**config.mk**
```make
export PLATFORM = sky130hd
export DESIGN_NAME = tmr_timer
export DESIGN_NICKNAME = d
export VERILOG_FILES = /design/src/tmr_pkg.sv /design/src/tmr_rise_sync.sv /design/src/tmr_prescale.sv /design/src/tmr_timer.sv
export VERILOG_INCLUDE_DIRS = /design/src
export SDC_FILE = /design/constraint.sdc
export NUM_CORES = 1
export LEC_CHECK = 0
export ABC_AREA = 1
export BUFFER_PORTS_ARGS = -buffer_cell sky130_fd_sc_hd__buf_2
export CAP_MARGIN = 20
export CORE_ASPECT_RATIO = 0.5
export CORE_UTILIZATION = 40
export CTS_BUF_LIST = sky130_fd_sc_hd__clkbuf_8
export CTS_CLUSTER_DIAMETER = 100
export DETAILED_ROUTE_END_ITERATION = 12
export SLEW_MARGIN = 25
export SYNTH_ARGS = -nofsm -noshare
export SYNTH_HDL_FRONTEND = slang
export SYNTH_SLANG_ARGS = --single-unit
```
**constraint.sdc**
```tcl
create_clock -name mclk -period 4.2 [get_ports mclk]
set_input_delay 0.84 -clock mclk [delete_from_list [all_inputs] [get_ports mclk]]
set_output_delay 0.84 -clock mclk [all_outputs]
set_load 0.05 [all_outputs]
```
**src/tmr_map.svh**
```systemverilog
// register offsets, field positions, reset values and divider counts of the timer
`ifndef TMR_MAP_SVH
`define TMR_MAP_SVH

`define TMR_ADDR_W       3
`define TMR_OFF_CTRL     3'h0
`define TMR_OFF_CLKSEL   3'h1
`define TMR_OFF_CNT_LO   3'h2
`define TMR_OFF_CNT_HI   3'h3
`define TMR_OFF_RLD_LO   3'h4
`define TMR_OFF_RLD_HI   3'h5
`define TMR_OFF_IRQ_EN   3'h6

`define TMR_BIT_HF       7
`define TMR_BIT_LF       6
`define TMR_BIT_LIEN     5
`define TMR_BIT_CEN      4
`define TMR_BIT_SPLIT    3
`define TMR_BIT_RUN      2
`define TMR_BIT_UNUSED   1
`define TMR_BIT_XCLK     0
`define TMR_BIT_FAST_LO  0
`define TMR_BIT_FAST_HI  1
`define TMR_BIT_IRQ_EN   0

`define TMR_BYTE_RST     8'h00
`define TMR_BYTE_MAX     8'hFF
`define TMR_DIV_SLOW     12
`define TMR_DIV_EXT      8

`endif

```
**src/tmr_pkg.sv**
```systemverilog
// types shared by the timer modules
package tmr_pkg;
  typedef logic [7:0] tmr_byte_t;
  typedef enum logic [2:0] {
    TMR_M16   = 3'b001,
    TMR_SPLIT = 3'b010,
    TMR_CAPT  = 3'b100
  } tmr_mode_e;
endpackage

```
**src/tmr_rise_sync.sv**
```systemverilog
// two-flop synchroniser with rising edge pulse
`timescale 1ns/10ps
module tmr_rise_sync (
  input  wire logic mclk,
  input  wire logic sys_rst,
  input  wire logic async_in,
  output logic      rise_pulse
);
  logic meta_r;
  logic sync_r;
  logic last_r;

  // synchroniser chain plus one history stage
  always_ff @(posedge mclk or posedge sys_rst) begin
    if (sys_rst) begin
      meta_r <= 1'b0;
      sync_r <= 1'b0;
      last_r <= 1'b0;
    end else begin
      meta_r <= async_in;
      sync_r <= meta_r;
      last_r <= sync_r;
    end
  end

  // edge seen only on synchronised stages
  assign rise_pulse = sync_r & ~last_r;
endmodule

```
**src/tmr_prescale.sv**
```systemverilog
// slow tick dividers: system clock by 12 and external edges by 8
`timescale 1ns/10ps
`include "tmr_map.svh"
module tmr_prescale #(
  parameter int DIV_SLOW = `TMR_DIV_SLOW,
  parameter int DIV_EXT  = `TMR_DIV_EXT
) (
  input  wire logic mclk,
  input  wire logic sys_rst,
  input  wire logic ext_rise,
  output logic      slow_tick,
  output logic      ext_tick
);
  localparam logic [3:0] SLOW_LAST = 4'(DIV_SLOW - 1);
  localparam logic [3:0] EXT_LAST  = 4'(DIV_EXT - 1);
  logic [3:0] slow_cnt_r;
  logic [3:0] ext_cnt_r;

  // system clock divider, one-cycle pulse per period
  always_ff @(posedge mclk or posedge sys_rst) begin
    if (sys_rst) begin
      slow_cnt_r <= 4'h0;
      slow_tick  <= 1'b0;
    end else begin
      slow_tick  <= (slow_cnt_r == SLOW_LAST);
      slow_cnt_r <= (slow_cnt_r == SLOW_LAST) ? 4'h0 : slow_cnt_r + 4'h1;
    end
  end

  // external edges counted after synchronisation
  always_ff @(posedge mclk or posedge sys_rst) begin
    if (sys_rst) begin
      ext_cnt_r <= 4'h0;
      ext_tick  <= 1'b0;
    end else begin
      ext_tick <= ext_rise && (ext_cnt_r == EXT_LAST);
      if (ext_rise) begin
        ext_cnt_r <= (ext_cnt_r == EXT_LAST) ? 4'h0 : ext_cnt_r + 4'h1;
      end
    end
  end
endmodule

```
**src/tmr_timer.sv**
```systemverilog
// auto-reload timer with split and comparator capture modes
//
// Notes on behaviour
// - count is two separately accessible bytes
// - split bit picks 16-bit or two 8-bit
// - sources system clock, divided 12, external 8
// - external divided tick synchronised to system clock
// - 16-bit rollover reloads, or wraps to zero in capture, and sets high flag
// - 16-bit overflow requests interrupt when enabled
// - low byte rollover also interrupts with enable
// - split bytes reload from own reload bytes
// - split run bit gates high byte only
// - per-byte fast select, else external select
// - split sets each flag on byte rollover
// - split interrupt on high, low if enabled
// - flags cleared only by software writes
// - capture only with capture set, split clear
// - comparator rise copies count, sets high flag
// - low flag set on low rollover always
// - 16-bit mode counts only while running
// - control bit one reads zero, ignores writes
`timescale 1ns/10ps
`include "tmr_map.svh"
module tmr_timer
  import tmr_pkg::*;
#(
  parameter int DIV_SLOW = `TMR_DIV_SLOW,
  parameter int DIV_EXT  = `TMR_DIV_EXT
) (
  input  wire logic                   mclk,
  input  wire logic                   sys_rst,
  input  wire logic [`TMR_ADDR_W-1:0] reg_addr,
  input  wire logic [7:0]             reg_wdata,
  input  wire logic                   reg_we,
  input  wire logic                   reg_re,
  output logic      [7:0]             reg_rdata,
  input  wire logic                   ext_osc_in,
  input  wire logic                   cmp_out_in,
  output logic                        timer_irq
);

  ////////////////////////////////////////////////////////////////////
  // decoding helpers

  // mode from split and capture bits
  function automatic tmr_mode_e mode_of(input logic split, input logic cen);
    if (split) begin
      return TMR_SPLIT;
    end
    return cen ? TMR_CAPT : TMR_M16;
  endfunction

  // tick of one byte from its fast and external selects
  function automatic logic sel_tick(input logic fast, input logic xclk,
                                    input logic slow, input logic ext8);
    if (fast) begin
      return 1'b1;
    end
    return xclk ? ext8 : slow;
  endfunction

  ////////////////////////////////////////////////////////////////////
  // state

  logic      high_overflow_flag_r;
  logic      low_overflow_flag_r;
  logic      low_byte_irq_enable_r;
  logic      capture_enable_r;
  logic      split_mode_select_r;
  logic      run_control_r;
  logic      external_clock_select_r;
  logic      high_byte_fast_clock_select_r;
  logic      low_byte_fast_clock_select_r;
  logic      timer_irq_enable_r;
  tmr_byte_t count_low_byte_r;
  tmr_byte_t count_high_byte_r;
  tmr_byte_t reload_low_byte_r;
  tmr_byte_t reload_high_byte_r;
  tmr_byte_t rdata_r;
  logic      irq_r;

  logic      ext_rise;
  logic      cmp_rise;
  logic      slow_tick;
  logic      ext_tick;
  tmr_mode_e mode;
  logic      wide;
  logic      xclk_eff;
  logic      tick_lo;
  logic      tick_hi;
  logic      inc_lo;
  logic      inc_hi;
  logic      ovf_lo;
  logic      ovf_hi;
  logic      cap_evt;
  logic      wr_ctrl;
  logic      wr_cnt_lo;
  logic      wr_cnt_hi;
  tmr_byte_t cnt_lo_nxt;
  tmr_byte_t cnt_hi_nxt;
  tmr_byte_t ctrl_rd;

  ////////////////////////////////////////////////////////////////////
  // pin synchronisers and tick dividers

  tmr_rise_sync u_ext_sync (
    .mclk       (mclk),
    .sys_rst    (sys_rst),
    .async_in   (ext_osc_in),
    .rise_pulse (ext_rise)
  );

  tmr_rise_sync u_cmp_sync (
    .mclk       (mclk),
    .sys_rst    (sys_rst),
    .async_in   (cmp_out_in),
    .rise_pulse (cmp_rise)
  );

  tmr_prescale #(
    .DIV_SLOW (DIV_SLOW),
    .DIV_EXT  (DIV_EXT)
  ) u_prescale (
    .mclk      (mclk),
    .sys_rst   (sys_rst),
    .ext_rise  (ext_rise),
    .slow_tick (slow_tick),
    .ext_tick  (ext_tick)
  );

  ////////////////////////////////////////////////////////////////////
  // mode, ticks and overflow events

  // capture mode needs split clear
  assign mode     = mode_of(split_mode_select_r, capture_enable_r);
  assign wide     = (mode != TMR_SPLIT);
  // capture counts only from system clock or divided 12
  assign xclk_eff = external_clock_select_r & (mode != TMR_CAPT);
  // per-byte source selection
  assign tick_lo  = sel_tick(low_byte_fast_clock_select_r, xclk_eff,
                             slow_tick, ext_tick);
  assign tick_hi  = sel_tick(high_byte_fast_clock_select_r, xclk_eff,
                             slow_tick, ext_tick);
  // wide modes gated by run, split low byte free-running
  assign inc_lo   = wide ? (run_control_r & tick_lo) : tick_lo;
  assign inc_hi   = wide ? (inc_lo & (count_low_byte_r == `TMR_BYTE_MAX))
                         : (run_control_r & tick_hi);
  assign ovf_lo   = inc_lo & (count_low_byte_r == `TMR_BYTE_MAX);
  assign ovf_hi   = inc_hi & (count_high_byte_r == `TMR_BYTE_MAX);
  assign cap_evt  = (mode == TMR_CAPT) & cmp_rise;

  assign wr_ctrl   = reg_we && (reg_addr == `TMR_OFF_CTRL);
  assign wr_cnt_lo = reg_we && (reg_addr == `TMR_OFF_CNT_LO);
  assign wr_cnt_hi = reg_we && (reg_addr == `TMR_OFF_CNT_HI);

  // next low byte: reload on the owning overflow outside capture, else step by one
  always_comb begin
    cnt_lo_nxt = count_low_byte_r + 8'h01;
    if (ovf_lo) begin
      if (mode == TMR_SPLIT || (mode == TMR_M16 && ovf_hi)) begin
        cnt_lo_nxt = reload_low_byte_r;
      end else begin
        cnt_lo_nxt = `TMR_BYTE_RST;
      end
    end
  end

  // next high byte, capture mode wraps to zero
  always_comb begin
    cnt_hi_nxt = count_high_byte_r + 8'h01;
    if (ovf_hi) begin
      cnt_hi_nxt = (mode == TMR_CAPT) ? `TMR_BYTE_RST
                                      : reload_high_byte_r;
    end
  end

  ////////////////////////////////////////////////////////////////////
  // count bytes, software write wins over a tick

  always_ff @(posedge mclk or posedge sys_rst) begin
    if (sys_rst) begin
      count_low_byte_r <= `TMR_BYTE_RST;
    end else if (wr_cnt_lo) begin
      count_low_byte_r <= reg_wdata;
    end else if (inc_lo) begin
      count_low_byte_r <= cnt_lo_nxt;
    end
  end

  always_ff @(posedge mclk or posedge sys_rst) begin
    if (sys_rst) begin
      count_high_byte_r <= `TMR_BYTE_RST;
    end else if (wr_cnt_hi) begin
      count_high_byte_r <= reg_wdata;
    end else if (inc_hi) begin
      count_high_byte_r <= cnt_hi_nxt;
    end
  end

  // reload bytes, capture wins over a software write
  always_ff @(posedge mclk or posedge sys_rst) begin
    if (sys_rst) begin
      reload_low_byte_r  <= `TMR_BYTE_RST;
      reload_high_byte_r <= `TMR_BYTE_RST;
    end else if (cap_evt) begin
      reload_low_byte_r  <= count_low_byte_r;
      reload_high_byte_r <= count_high_byte_r;
    end else if (reg_we) begin
      if (reg_addr == `TMR_OFF_RLD_LO) begin
        reload_low_byte_r <= reg_wdata;
      end
      if (reg_addr == `TMR_OFF_RLD_HI) begin
        reload_high_byte_r <= reg_wdata;
      end
    end
  end

  ////////////////////////////////////////////////////////////////////
  // control and clock-select registers

  always_ff @(posedge mclk or posedge sys_rst) begin
    if (sys_rst) begin
      low_byte_irq_enable_r   <= 1'b0;
      capture_enable_r        <= 1'b0;
      split_mode_select_r     <= 1'b0;
      run_control_r           <= 1'b0;
      external_clock_select_r <= 1'b0;
    end else if (wr_ctrl) begin
      low_byte_irq_enable_r   <= reg_wdata[`TMR_BIT_LIEN];
      capture_enable_r        <= reg_wdata[`TMR_BIT_CEN];
      split_mode_select_r     <= reg_wdata[`TMR_BIT_SPLIT];
      run_control_r           <= reg_wdata[`TMR_BIT_RUN];
      external_clock_select_r <= reg_wdata[`TMR_BIT_XCLK];
    end
  end

  always_ff @(posedge mclk or posedge sys_rst) begin
    if (sys_rst) begin
      high_byte_fast_clock_select_r <= 1'b0;
      low_byte_fast_clock_select_r  <= 1'b0;
      timer_irq_enable_r            <= 1'b0;
    end else if (reg_we) begin
      if (reg_addr == `TMR_OFF_CLKSEL) begin
        high_byte_fast_clock_select_r <= reg_wdata[`TMR_BIT_FAST_HI];
        low_byte_fast_clock_select_r  <= reg_wdata[`TMR_BIT_FAST_LO];
      end
      if (reg_addr == `TMR_OFF_IRQ_EN) begin
        timer_irq_enable_r <= reg_wdata[`TMR_BIT_IRQ_EN];
      end
    end
  end

  // sticky flags, hardware set wins over software clear
  always_ff @(posedge mclk or posedge sys_rst) begin
    if (sys_rst) begin
      high_overflow_flag_r <= 1'b0;
      low_overflow_flag_r  <= 1'b0;
    end else begin
      if (ovf_hi || cap_evt) begin
        high_overflow_flag_r <= 1'b1;
      end else if (wr_ctrl) begin
        high_overflow_flag_r <= reg_wdata[`TMR_BIT_HF];
      end
      if (ovf_lo) begin
        low_overflow_flag_r <= 1'b1;
      end else if (wr_ctrl) begin
        low_overflow_flag_r <= reg_wdata[`TMR_BIT_LF];
      end
    end
  end

  ////////////////////////////////////////////////////////////////////
  // interrupt request and read port

  // enable-gated flags, held until software clears
  always_ff @(posedge mclk or posedge sys_rst) begin
    if (sys_rst) begin
      irq_r <= 1'b0;
    end else begin
      irq_r <= timer_irq_enable_r & (high_overflow_flag_r |
               (low_byte_irq_enable_r & low_overflow_flag_r));
    end
  end

  // unused control bit always zero
  assign ctrl_rd = {high_overflow_flag_r, low_overflow_flag_r,
                    low_byte_irq_enable_r, capture_enable_r,
                    split_mode_select_r, run_control_r, 1'b0,
                    external_clock_select_r};

  // read data valid one cycle after the strobe, zero otherwise
  always_ff @(posedge mclk or posedge sys_rst) begin
    if (sys_rst) begin
      rdata_r <= `TMR_BYTE_RST;
    end else if (reg_re) begin
      case (reg_addr)
        `TMR_OFF_CTRL: begin
          rdata_r <= ctrl_rd;
        end
        `TMR_OFF_CLKSEL: begin
          rdata_r <= {6'h00, high_byte_fast_clock_select_r,
                      low_byte_fast_clock_select_r};
        end
        `TMR_OFF_CNT_LO: begin
          rdata_r <= count_low_byte_r;
        end
        `TMR_OFF_CNT_HI: begin
          rdata_r <= count_high_byte_r;
        end
        `TMR_OFF_RLD_LO: begin
          rdata_r <= reload_low_byte_r;
        end
        `TMR_OFF_RLD_HI: begin
          rdata_r <= reload_high_byte_r;
        end
        `TMR_OFF_IRQ_EN: begin
          rdata_r <= {7'h00, timer_irq_enable_r};
        end
        default: begin
          rdata_r <= `TMR_BYTE_RST;
        end
      endcase
    end else begin
      rdata_r <= `TMR_BYTE_RST;
    end
  end

  assign reg_rdata = rdata_r;
  assign timer_irq = irq_r;
endmodule

```
After elaboration in Yosys (flattened, before gate mapping)
Index checks and enable logic that the tools add are counted.
- output and inout bits: 9
- register bits: 67
- bitwise gates (word level): 13
- eq/ne operators: 15
- add/sub/neg operators: 4
- reduce and logical (&&, ||, !) cells: 19
- multiplexer cells: 35
- operator list (operator ; number):
    2-to-1 mux 8 bit ; 15
    case mux 8 bit (7 select lines) ; 1
    adder 8 x 1 -> 8 bit, second input constant ; 2
    == test 8 bit, second input constant ; 2
    2-to-1 mux 1 bit ; 14
    nonzero test 2 bit ; 7
    == test 3 bit, second input constant ; 4
    bitwise AND 1 bit ; 10
    == test 3 x 2 -> 1 bit, second input constant ; 3
    2-to-1 mux 3 bit ; 3
    adder 4 x 1 -> 4 bit, second input constant ; 2
    2-to-1 mux 4 bit ; 2
    AND reduction 2 bit ; 4
    == test 3 x 1 -> 1 bit, second input constant ; 2
    logical AND 1 bit ; 5
    == test 4 x 3 -> 1 bit, second input constant ; 1
    == test 4 bit, second input constant ; 1
    logical NOT 3 bit ; 1
    != test 3 x 2 -> 1 bit, second input constant ; 1
    != test 3 bit, second input constant ; 1
    logical OR 1 bit ; 2
    inverter 1 bit ; 2
    bitwise OR 1 bit ; 1

Longest topological paths before layout
Gate-level depths: netlist (run 1).
- word-level depth: 17
- mapped depth: 14

By module
A second synthesis (run 1) with hierarchy kept.
- cells, all modules: 476
- area total of the unflattened synthesis: 3726.1 µm²
- by module, submodules not included (module ; cells each ; instances ; area an instance (µm²)):
    tmr_timer ; 418 ; 1 ; 3123.0
    tmr_prescale ; 46 ; 1 ; 425.4
    tmr_rise_sync ; 6 ; 2 ; 88.8

Worst setup path after synthesis (run 1)
Ideal clock, no wire load.
- path type: input to register
- start point: input port reg_addr[0]
- end point: register count_high_byte_r[7]
- arrival: 1.710 ns
- cell stages on the path: 9
- library setup time: 0.131 ns
- setup slack: 2.359 ns
- data required time: 4.069 ns
- cell sequence: inv_2 -> nor3_4 -> inv_2 -> nor2_4 -> inv_2 -> nand2_2 -> inv_2 -> nand3_1 -> o211ai_1
- cells in the longest elaborated chain, start to end: 3
- elaborated cells on any way between the ends: 4
- those cells by class: 1 x eq/ne; 1 x mux; 2 x reduce/logical
- RTL lines (what ; RTL line ; RTL):
    start: declaration ; tmr_timer.sv:32 ; input wire logic [`TMR_ADDR_W-1:0] reg_addr,
    == test 3 x 2 -> 1 bit * ; - ;
    logical AND 1 bit * ; tmr_timer.sv:154 ; assign wr_cnt_hi = reg_we && (reg_addr == `TMR_OFF_CNT_HI);
    2-to-1 mux 8 bit or nonzero test 2 bit (tied branches) ; - ;
    end signal: assignment ; tmr_timer.sv:192 ; count_high_byte_r <= `TMR_BYTE_RST;
    end signal: assignment ; tmr_timer.sv:194 ; count_high_byte_r <= reg_wdata;
    end signal: assignment ; tmr_timer.sv:196 ; count_high_byte_r <= cnt_hi_nxt;
    end: declaration ; tmr_timer.sv:76 ; tmr_byte_t count_high_byte_r;
Every way passes the cells marked *; elsewhere a longest branch is shown, timed or not.
A chain may end at the register's enable or synchronous reset.

Final worst setup path (run 1)
- start point: register split_mode_select_r
- end point: register reload_low_byte_r[2]
- cells in the longest elaborated chain, start to end: 6
- elaborated cells on any way between the ends: 8
- those cells by class: 1 x eq/ne; 3 x mux; 1 x bitwise; 3 x reduce/logical
- RTL lines (what ; RTL line ; RTL):
    start: declaration ; tmr_timer.sv:69 ; logic split_mode_select_r;
    start signal: assignment ; tmr_timer.sv:231 ; split_mode_select_r <= reg_wdata[`TMR_BIT_SPLIT];
    2-to-1 mux 1 bit * ; tmr_timer.sv:47 ; if (split) begin
    2-to-1 mux 3 bit * ; tmr_timer.sv:50 ; return cen ? TMR_CAPT : TMR_M16;
    == test 3 bit * ; tmr_timer.sv:150 ; assign cap_evt = (mode == TMR_CAPT) & cmp_rise;
    bitwise AND 1 bit * ; tmr_timer.sv:150 ;
    nonzero test 2 bit (no line) ; - ;
    AND reduction 2 bit (no line) ; - ;
    end signal: assignment ; tmr_timer.sv:203 ; reload_low_byte_r <= `TMR_BYTE_RST;
    end signal: assignment ; tmr_timer.sv:206 ; reload_low_byte_r <= count_low_byte_r;
    end signal: assignment ; tmr_timer.sv:210 ; reload_low_byte_r <= reg_wdata;
    end: declaration ; tmr_timer.sv:77 ; tmr_byte_t reload_low_byte_r;
Marked as above.

==> results of run 1 <==
## per-layer routing
layer | part of all wire | GRT usage
met1 | 0.50 | 0.342
met2 | 0.42 | 0.296
met3 | 0.062 | 0.0585
met4 | 0.018 | 0.0753
met5 | 0 | 0
## cells by family (layout without fill, tap and decap cells)
group | count (synthesis) | after routing | synth area share
flip-flops | 67 | 67 | 0.462
multiplexers | 1 | 1 | 0.00276
adder cells (fa/ha/maj) | 4 | 4 | 0.0138
buffers and inverters | 77 | 114 | 0.0862
XOR/XNOR | 12 | 12 | 0.0290
AO/OA/AOI/OAI | 94 | 94 | 0.162
AND/OR/NAND/NOR | 187 | 187 | 0.245
## worst max-delay path by stage
stage,end,slack (ns),cells past startpoint
final,reload_low_byte_r[2],2.16,7
after global routing,reload_low_byte_r[2],1.93,7
after CTS,reload_low_byte_r[2],2.19,7
after detailed placement,reload_low_byte_r[2],1.83,5
after global placement,reload_low_byte_r[4],1.80,5
after floorplan,capture_enable_r,1.68,1
## area by class of cell
class	count	area, um2
clock inverter	4	41.3
fill	892	4680
multi-input combinational	298	1650
tap	117	146
timing repair buffer	28	148
clock buffer	12	165
inverter	70	263
sequential	67	1680
## state kept, by name, summed over array words and instances, names as in the netlist, 4 cells and up
register and count:
reload_high_byte_r 8, reg_rdata 8, count_high_byte_r 8, reload_low_byte_r 8
u_prescale.ext_cnt_r 4, u_prescale.slow_cnt_r 4, count_low_byte_r 8
## power groups by stage
stage	registers [mW]	clock network [mW]	logic, mW
2_1_floorplan	0.985	0	0.468
3_3_place_gp	1.01	0	0.634
4_1_cts	0.996	0.581	0.639
3_5_place_dp	1.01	0	0.639
6_report	1.00	0.569	0.644
5_1_grt	1.02	0.608	0.731
## critical path, cell delays in order (launching register included)
cell and delay [ns]:
dfrtp_1 0.47, inv_2 0.16, nand2_4 0.12, nor3_2 0.12
buf_4 0.26, inv_1 0.22, o21ai_0 0.38, o21ai_0 0.18
## cell usage in the layout, fill, tap and decap left out, drive strengths merged, types with 6 or more instances in the layout
master,synthesis,layout
nand3,21,21
buf,6,28
o221ai,10,10
o211ai,6,6
dfrtp,67,67
o21ai,33,33
nor2,48,48
nand2,104,104
a21oi,18,18
inv,70,73
clkbuf,1,12
o22ai,11,11
a22oi,8,8
nor3,9,9
xor2,11,11
==> results.sh, run 1 <==
export IMPL_outcome="finished clean"
export IMPL_timing_rr_start="split_mode_select_r"
export IMPL_hold_viol=0
export IMPL_fp_dieH_um=69.4
export IMPL_dieArea_um2=9480
export IMPL_period_needed_ns=2.04
export IMPL_synth_cells=442
export IMPL_clk_latency_ns=0.36
export IMPL_totalWireLength_mm=9.53
export IMPL_numCtsBuffers=9
export IMPL_yosysMostFrequentCell="nand2_1"
export IMPL_drt_iter0_drc=275
export IMPL_comb_power_share=0.291
export IMPL_core_area_um2=8770
export IMPL_rows=24
export IMPL_grt_pass1_vias=2927
export IMPL_min_path_type="flop to flop"
export IMPL_antenna_found_initial=0
export IMPL_drc=0
export IMPL_synthArstFlopShare=1.00
export IMPL_fin_nets=495
export IMPL_worst_setup_path_end_kind="flop"
export IMPL_synthTopCellsByArea="dfrtp_1, nand2_1, inv_1, o21ai_0, nor2_1"
export IMPL_place_congestion=0.889
export IMPL_yosys_top_cells_count="nand2_1, dfrtp_1, inv_1"
export IMPL_ys_seq_area_frac=0.462
export IMPL_final_max_slew_viol_count=0
export IMPL_hold_ws_ns=0.350
export IMPL_post_cts_buffers=0
export IMPL_synth_warning_count=0
export IMPL_max_freq_mhz=490
export IMPL_io_pins=26
export IMPL_startpoint_type="flop"
export IMPL_regToRegSetupSlack_ns=2.16
export IMPL_fin_tns_setup_ns=0
export IMPL_viasPerCell=5.16
export IMPL_ys_flop_type="dfrtp_1"
export IMPL_regToRegEndpoint="reload_low_byte_r[2]"
export IMPL_grt_util_all_layers=0.222
export IMPL_netlist_area_um2=3630
export IMPL_final_area_um2=4090
export IMPL_worstSetupPathType="flop to flop"
export IMPL_drtPass1Iterations=5
export IMPL_wl_per_cell_um=16.0
export IMPL_hp_start="u_ext_sync.meta_r"
export IMPL_powerDensity_nw_per_um2=542
export IMPL_skew_ns=0.0138
export IMPL_p_sw_uw=844
export IMPL_synth_distinct_cells=39
export IMPL_cts_num_sinks=67
export IMPL_clockRootBuffer="clkbuf_8"
export IMPL_ant_nets=0
export IMPL_drv_cap=0
export IMPL_grt_max_degree=34
export IMPL_antenna_cells=0
export IMPL_synth_top_area_share=0.462
export IMPL_clkPwrFrac=0.257
export IMPL_synthToLayoutAreaGrowth_pct=12.5
export IMPL_ys_ff_latch=67
export IMPL_cp_required_ns=4.41
export IMPL_leakage_nw=2.01
export IMPL_grt_setup_unrepaired="false"
export IMPL_swShare=0.381
export IMPL_crit_start="split_mode_select_r"
export IMPL_p_total_mw=2.21
export IMPL_avgSynthCellArea_um2=8.21
export IMPL_die_w_um=137
export IMPL_cts_hold_buf=0
export IMPL_power_share_sequential=0.452
export IMPL_slew_headroom=0.443
export IMPL_dp_hpwl_mm=7.02
export IMPL_cts_tree="built"
export IMPL_grt_overflow_total=0
export IMPL_path_max_fanout=20
export IMPL_clockBufferDepth=2
export IMPL_place_area_um2=3880
export IMPL_stdcell_count=596
export IMPL_period_share=0.486
export IMPL_htree_levels=3
export IMPL_placedCellCount=580
export IMPL_hold_end="u_ext_sync.sync_r"
export IMPL_drive_gt1_frac=0.169
export IMPL_initial_core_util=0.414
export IMPL_ctsResizeCount=0
export IMPL_cts_reportedPaths_clkPinSlew_ns=0.07
export IMPL_setup_slack_ns=2.16
export IMPL_setup_viol=0
export IMPL_synth_top_area_cell="dfrtp_1"
export IMPL_vias=3077
export IMPL_port_buffers=25
export IMPL_rr_worst_depth=7
export IMPL_critPathArrivalTime_ns=2.25
export IMPL_utilization=0.466
export IMPL_synthesis_nets=463
export IMPL_grt_pass1_wl_mm=15.7
export IMPL_pre_cts_slack_ns=1.83
export IMPL_holdPathStages=0
export IMPL_p_int_mw=1.37
export IMPL_worst_pin_slew_ns=0.826
export IMPL_ir_drop_uv=192
export IMPL_synth_edf_count=0
Power figures use the tool's default switching activity.
==> run 2, diff against run 1 <==
clock period = 1.7 ns   (was 4.2 ns; I/O delays follow)
==> results.sh, run 2 (synthesis results as in run 1) <==
export IMPL_slew_headroom=0.644
export IMPL_dp_hpwl_mm=7.41
export IMPL_io_pins=26
export IMPL_rr_worst_depth=13
export IMPL_dieArea_um2=9480
export IMPL_grt_setup_unrepaired="true"
export IMPL_power_share_sequential=0.393
export IMPL_clkPwrFrac=0.258
export IMPL_max_freq_mhz=606
export IMPL_grt_overflow_total=0
export IMPL_worst_setup_path_end_kind="flop"
export IMPL_regToRegSetupSlack_ns=0.05
export IMPL_cp_required_ns=1.99
export IMPL_powerDensity_nw_per_um2=1320
export IMPL_setup_viol=0
export IMPL_grt_pass1_vias=3162
export IMPL_regArea_um2=1680
export IMPL_p_sw_mw=2.18
export IMPL_timing_rr_start="count_low_byte_r[0]"
export IMPL_skew_ns=0.00612
export IMPL_worst_pin_slew_ns=0.533
export IMPL_fin_nets=536
export IMPL_viasPerCell=5.17
export IMPL_core_area_um2=8770
export IMPL_fp_dieH_um=69.4
export IMPL_outcome="finished clean"
export IMPL_hold_ws_ns=0.0594
export IMPL_leakage_nw=2.23
export IMPL_grtUsageMet2=0.328
export IMPL_place_congestion=0.915
export IMPL_startpoint_type="flop"
export IMPL_grt_busiest_layer="met1"
export IMPL_crit_start="count_low_byte_r[0]"
export IMPL_critPathArrivalTime_ns=1.94
export IMPL_final_max_slew_viol_count=0
export IMPL_mostFrequentLayoutCell="nand2_1"
export IMPL_p_int_mw=3.74
export IMPL_clockBufferDepth=2
export IMPL_htree_levels=3
export IMPL_regToRegEndpoint="count_low_byte_r[0]"
export IMPL_drtPass1Iterations=6
export IMPL_vias=3293
export IMPL_comb_power_share=0.349
export IMPL_grt_pass1_wl_mm=16.4
export IMPL_clockRootBuffer="clkbuf_8"
export IMPL_synthToLayoutAreaGrowth_pct=23.8
export IMPL_crit_end="count_low_byte_r[0]"
export IMPL_swShare=0.368
export IMPL_wl_per_cell_um=15.6
export IMPL_totalWireLength_mm=9.94
export IMPL_antenna_cells=0
export IMPL_drc=0
export IMPL_antenna_found_initial=0
export IMPL_final_cell_mix="nand2_1, dfrtp_1, inv_1"
export IMPL_met3_usage=0.0599
export IMPL_clk_latency_ns=0.36
export IMPL_drive_gt1_frac=0.254
export IMPL_cts_reportedPaths_clkPinSlew_ns=0.07
export IMPL_ir_drop_uv=499
export IMPL_n_fill_cell=832
export IMPL_cts_tree="built"
export IMPL_period_needed_ns=1.65
export IMPL_rows=24
export IMPL_worstSetupPathType="flop to flop"
export IMPL_ant_nets=0
export IMPL_grt_max_degree=68
export IMPL_period_share=0.971
export IMPL_grt_util_all_layers=0.231
export IMPL_met1_usage=0.340
export IMPL_drv_cap=0
export IMPL_drt_iter0_drc=301
export IMPL_numCtsBuffers=9
export IMPL_min_path_type="primary input to asynchronous set/reset pin"
export IMPL_path_max_fanout=8
export IMPL_hold_viol=0
export IMPL_utilization=0.512
export IMPL_cts_num_sinks=67
export IMPL_port_buffers=25
export IMPL_die_w_um=137
export IMPL_fin_tns_setup_ns=0
export IMPL_initial_core_util=0.414
export IMPL_multi_input_area_um2=1690
## run 2: metal layers
layer	vias to the layer above	part of all wire	routed length (um)
met5	-	0	0
met4	0	0.014	142
met3	12	0.066	653
met2	105	0.43	4240
met1	1571	0.49	4900
li1	1605	-	-
## run 2: power groups by stage
stage | Combinational [mW] | Sequential (mW) | Clock (mW)
2_1_floorplan | 1.16 | 2.43 | 0
3_3_place_gp | 1.96 | 2.34 | 0
3_5_place_dp | 1.96 | 2.34 | 0
4_1_cts | 1.97 | 2.31 | 1.56
5_1_grt | 2.29 | 2.38 | 1.63
6_report | 2.07 | 2.33 | 1.52
## run 2: worst min path at each step
| stage | from | endpoint | slack, ns | depth (start not counted) |
|---|---|---|---|---|
| finish | sys_rst | u_prescale.ext_cnt_r[1] | 0.06 | 3 |
| global route | ext_osc_in | u_ext_sync.meta_r | 0.07 | 1 |
| CTS | ext_osc_in | u_ext_sync.meta_r | 0.07 | 1 |
| detailed placement | u_ext_sync.meta_r | u_ext_sync.sync_r | 0.34 | 0 |
| global placement | u_ext_sync.meta_r | u_ext_sync.sync_r | 0.34 | 0 |
| floorplan | u_cmp_sync.meta_r | u_cmp_sync.sync_r | 0.33 | 0 |
## run 2: critical path, stage by stage (launching register included)
cell and delay [ns]:
dfrtp_1 0.36, ha_2 0.19, nand2_2 0.05, inv_2 0.09
nand2_4 0.06, nor2_4 0.14, nand4_2 0.11, nand2_4 0.15
nand3_4 0.11, nand2_8 0.12, nand2_1 0.05, nand2_1 0.05
nand2_1 0.05, nand2_1 0.06
## run 2: layout make-up
class                   instances  share of cell area
clock buffers                  11              0.0337
clock inverters                 5              0.0170
inverters                      70              0.0599
multi-input cells             298               0.377
flip-flops and latches         67               0.373
well taps                     117              0.0326
repair buffers                 68               0.105
repair inverters                1             0.00111
## run 2: what timing repair did
action	CTS	global route
gates cloned	0	1
gates resized for setup	0	13
pin swaps	2	10
hold buffers	0	0
endpoints found under the setup margin	4	16
buffers inserted	0	5
## run 2: stage by stage
| step | cells | area (um2) | setup slack, ns | total power [mW] |
|---|---|---|---|---|
| 2_1_floorplan | 442 | 3630 | 0.130 | 3.59 |
| 3_3_place_gp | 615 | 4170 | 0.00554 | 4.30 |
| 3_5_place_dp | 615 | 4170 | 0.00762 | 4.30 |
| 4_1_cts | 631 | 4400 | 0.00486 | 5.85 |
| 5_1_grt | 637 | 4490 | -0.0500 | 6.30 |
| 6_report | 637 | 4490 | 0.0497 | 5.92 |
==> run 3, diff against run 2 <==
CTS_BUF_LIST = sky130_fd_sc_hd__clkbuf_4   (was sky130_fd_sc_hd__clkbuf_8)
==> results.sh, run 3 (synthesis results as in run 1) <==
export IMPL_place_congestion=0.915
export IMPL_startpoint_type="flop"
export IMPL_die_w_um=137
export IMPL_wl_met2_mm=4.14
export IMPL_drt_iter0_drc=350
export IMPL_grt_max_degree=68
export IMPL_leakage_nw=2.20
export IMPL_dp_hpwl_mm=7.41
export IMPL_final_max_slew_viol_count=0
export IMPL_grt_pass1_wl_mm=16.3
export IMPL_period_needed_ns=1.68
export IMPL_wl_met1_mm=4.94
export IMPL_cts_tree="built"
export IMPL_max_stage_delay_ns=0.38
export IMPL_drive_gt1_frac=0.251
export IMPL_grt_overflow_total=0
export IMPL_dieArea_um2=9480
export IMPL_mostFrequentLayoutCell="nand2_1"
export IMPL_ir_drop_uv=482
export IMPL_powerDensity_nw_per_um2=1250
export IMPL_synthToLayoutAreaGrowth_pct=22.6
export IMPL_critPathArrivalTime_ns=2.05
export IMPL_period_share=0.987
export IMPL_grt_setup_unrepaired="true"
export IMPL_fin_tns_setup_ns=0
export IMPL_numCtsBuffers=9
export IMPL_cts_num_sinks=67
export IMPL_grt_util_all_layers=0.230
export IMPL_placedCellCount=615
export IMPL_initial_core_util=0.414
export IMPL_worst_pin_slew_ns=0.524
export IMPL_min_path_type="primary input to flop"
export IMPL_totalWireLength_mm=9.89
export IMPL_max_freq_mhz=596
export IMPL_drv_cap=0
export IMPL_htree_levels=3
export IMPL_fin_nets=538
export IMPL_port_buffers=25
export IMPL_clk_latency_ns=0.44
export IMPL_rows=24
export IMPL_antenna_found_initial=0
export IMPL_wl_per_cell_um=15.5
export IMPL_regToRegSetupSlack_ns=0.02
export IMPL_io_pins=26
export IMPL_drc=0
export IMPL_stdcell_count=639
export IMPL_outcome="finished clean"
export IMPL_hold_viol=0
export IMPL_dr_max_layer_used="met4"
export IMPL_grt_pass1_vias=3147
export IMPL_slowest_stage="dfrtp_1"
export IMPL_crit_chain="ha_2 -> nand2_2 -> inv_2 -> nand2_4 -> nor2_4 -> nand4_2 -> nand2_4 -> nand3_4 -> nand2_8 -> nand2_1 -> nand2_1 -> nand2_1 -> nand2_1"
export IMPL_ant_nets=0
export IMPL_viasPerCell=5.19
export IMPL_worst_setup_path_end_kind="flop"
export IMPL_drtPass1Iterations=5
export IMPL_core_area_um2=8770
export IMPL_setup_viol=0
export IMPL_antenna_cells=0
export IMPL_cpMostUsedCell="nand2_1"
export IMPL_skew_ns=0.0106
export IMPL_cp_required_ns=2.08
export IMPL_clockRootBuffer="clkbuf_4"
export IMPL_fp_dieH_um=69.4
export IMPL_route_met3_wl_um=654
export IMPL_setup_slack_ns=0.0222
export IMPL_slew_headroom=0.650
export IMPL_vias=3317
export IMPL_pre_cts_slack_ns=0.00762
export IMPL_path_max_fanout=8
export IMPL_final_cell_mix="nand2_1, dfrtp_1, inv_1"
export IMPL_cts_reportedPaths_clkPinSlew_ns=0.11
export IMPL_worstSetupPathType="flop to flop"
export IMPL_clockBufferDepth=2
[run 3: area by class of cell]
class / count / area [um2]
Multi-Input combinational cell: 298 / 1700
Fill cell: 841 / 4320
Tap cell: 117 / 146
Clock inverter: 6 / 80.1
Timing Repair Buffer: 70 / 495
Inverter: 70 / 272
Timing Repair inverter: 1 / 5.00
Sequential cell: 67 / 1680
Clock buffer: 10 / 75.1
[run 3: power by group]
group	total (mW)	switching, mW	leakage (nW)	internal, mW
Combinational	2.05	1.25	1.27	0.801
Clock	1.20	0.599	0.0815	0.601
Sequential	2.33	0.295	0.843	2.03
[run 3: final timing paths]
kind / from / endpoint / depth (start not counted)
max: count_low_byte_r[1] / count_low_byte_r[0] / 13
min: reg_wdata[0] / timer_irq_enable_r / 3
max reg2reg: count_low_byte_r[1] / count_low_byte_r[0] / 13
min reg2reg: u_ext_sync.meta_r / u_ext_sync.sync_r / 0
max in group asynchronous: sys_rst / count_high_byte_r[3] / 4
min in group asynchronous: sys_rst / u_prescale.ext_cnt_r[1] / 4
[run 3: timing repair]
action / in CTS / in global routing
gates resized for setup: 0 / 16
setup buffers: 0 / 4
cloned: 0 / 1
setup endpoints to repair: 7 / 16
hold endpoints to repair: 69 / 0
hold buffers: 3 / 0
pin swaps: 4 / 10
[run 3: routing by layer]
layer	up-vias	track usage
li1	1611	-
met1	1580	0.341
met2	113	0.323
met5	-	0
met3	13	0.0599
met4	0	0.0765
[run 3: through the flow]
stage / hold WS (ns) / area (um2) / util / power, mW
5_1_grt: 0.187 / 4450 / 0.507 / 5.94
3_5_place_dp: 0.342 / 4170 / 0.476 / 4.30
2_1_floorplan: 0.331 / 3630 / - / 3.59
3_3_place_gp: 0.335 / 4170 / 0.476 / 4.30
4_1_cts: 0.164 / 4360 / 0.497 / 5.51
6_report: 0.175 / 4450 / 0.507 / 5.58
[run 3: worst max-delay path: cells and delay by family, from the launching register on]
kind                     cells  cell delay (ns)
adder cells (fa/ha/maj)      1             0.19
AND/OR/NAND/NOR             11             0.95
flip-flops                   1             0.38
buffers and inverters        1             0.09
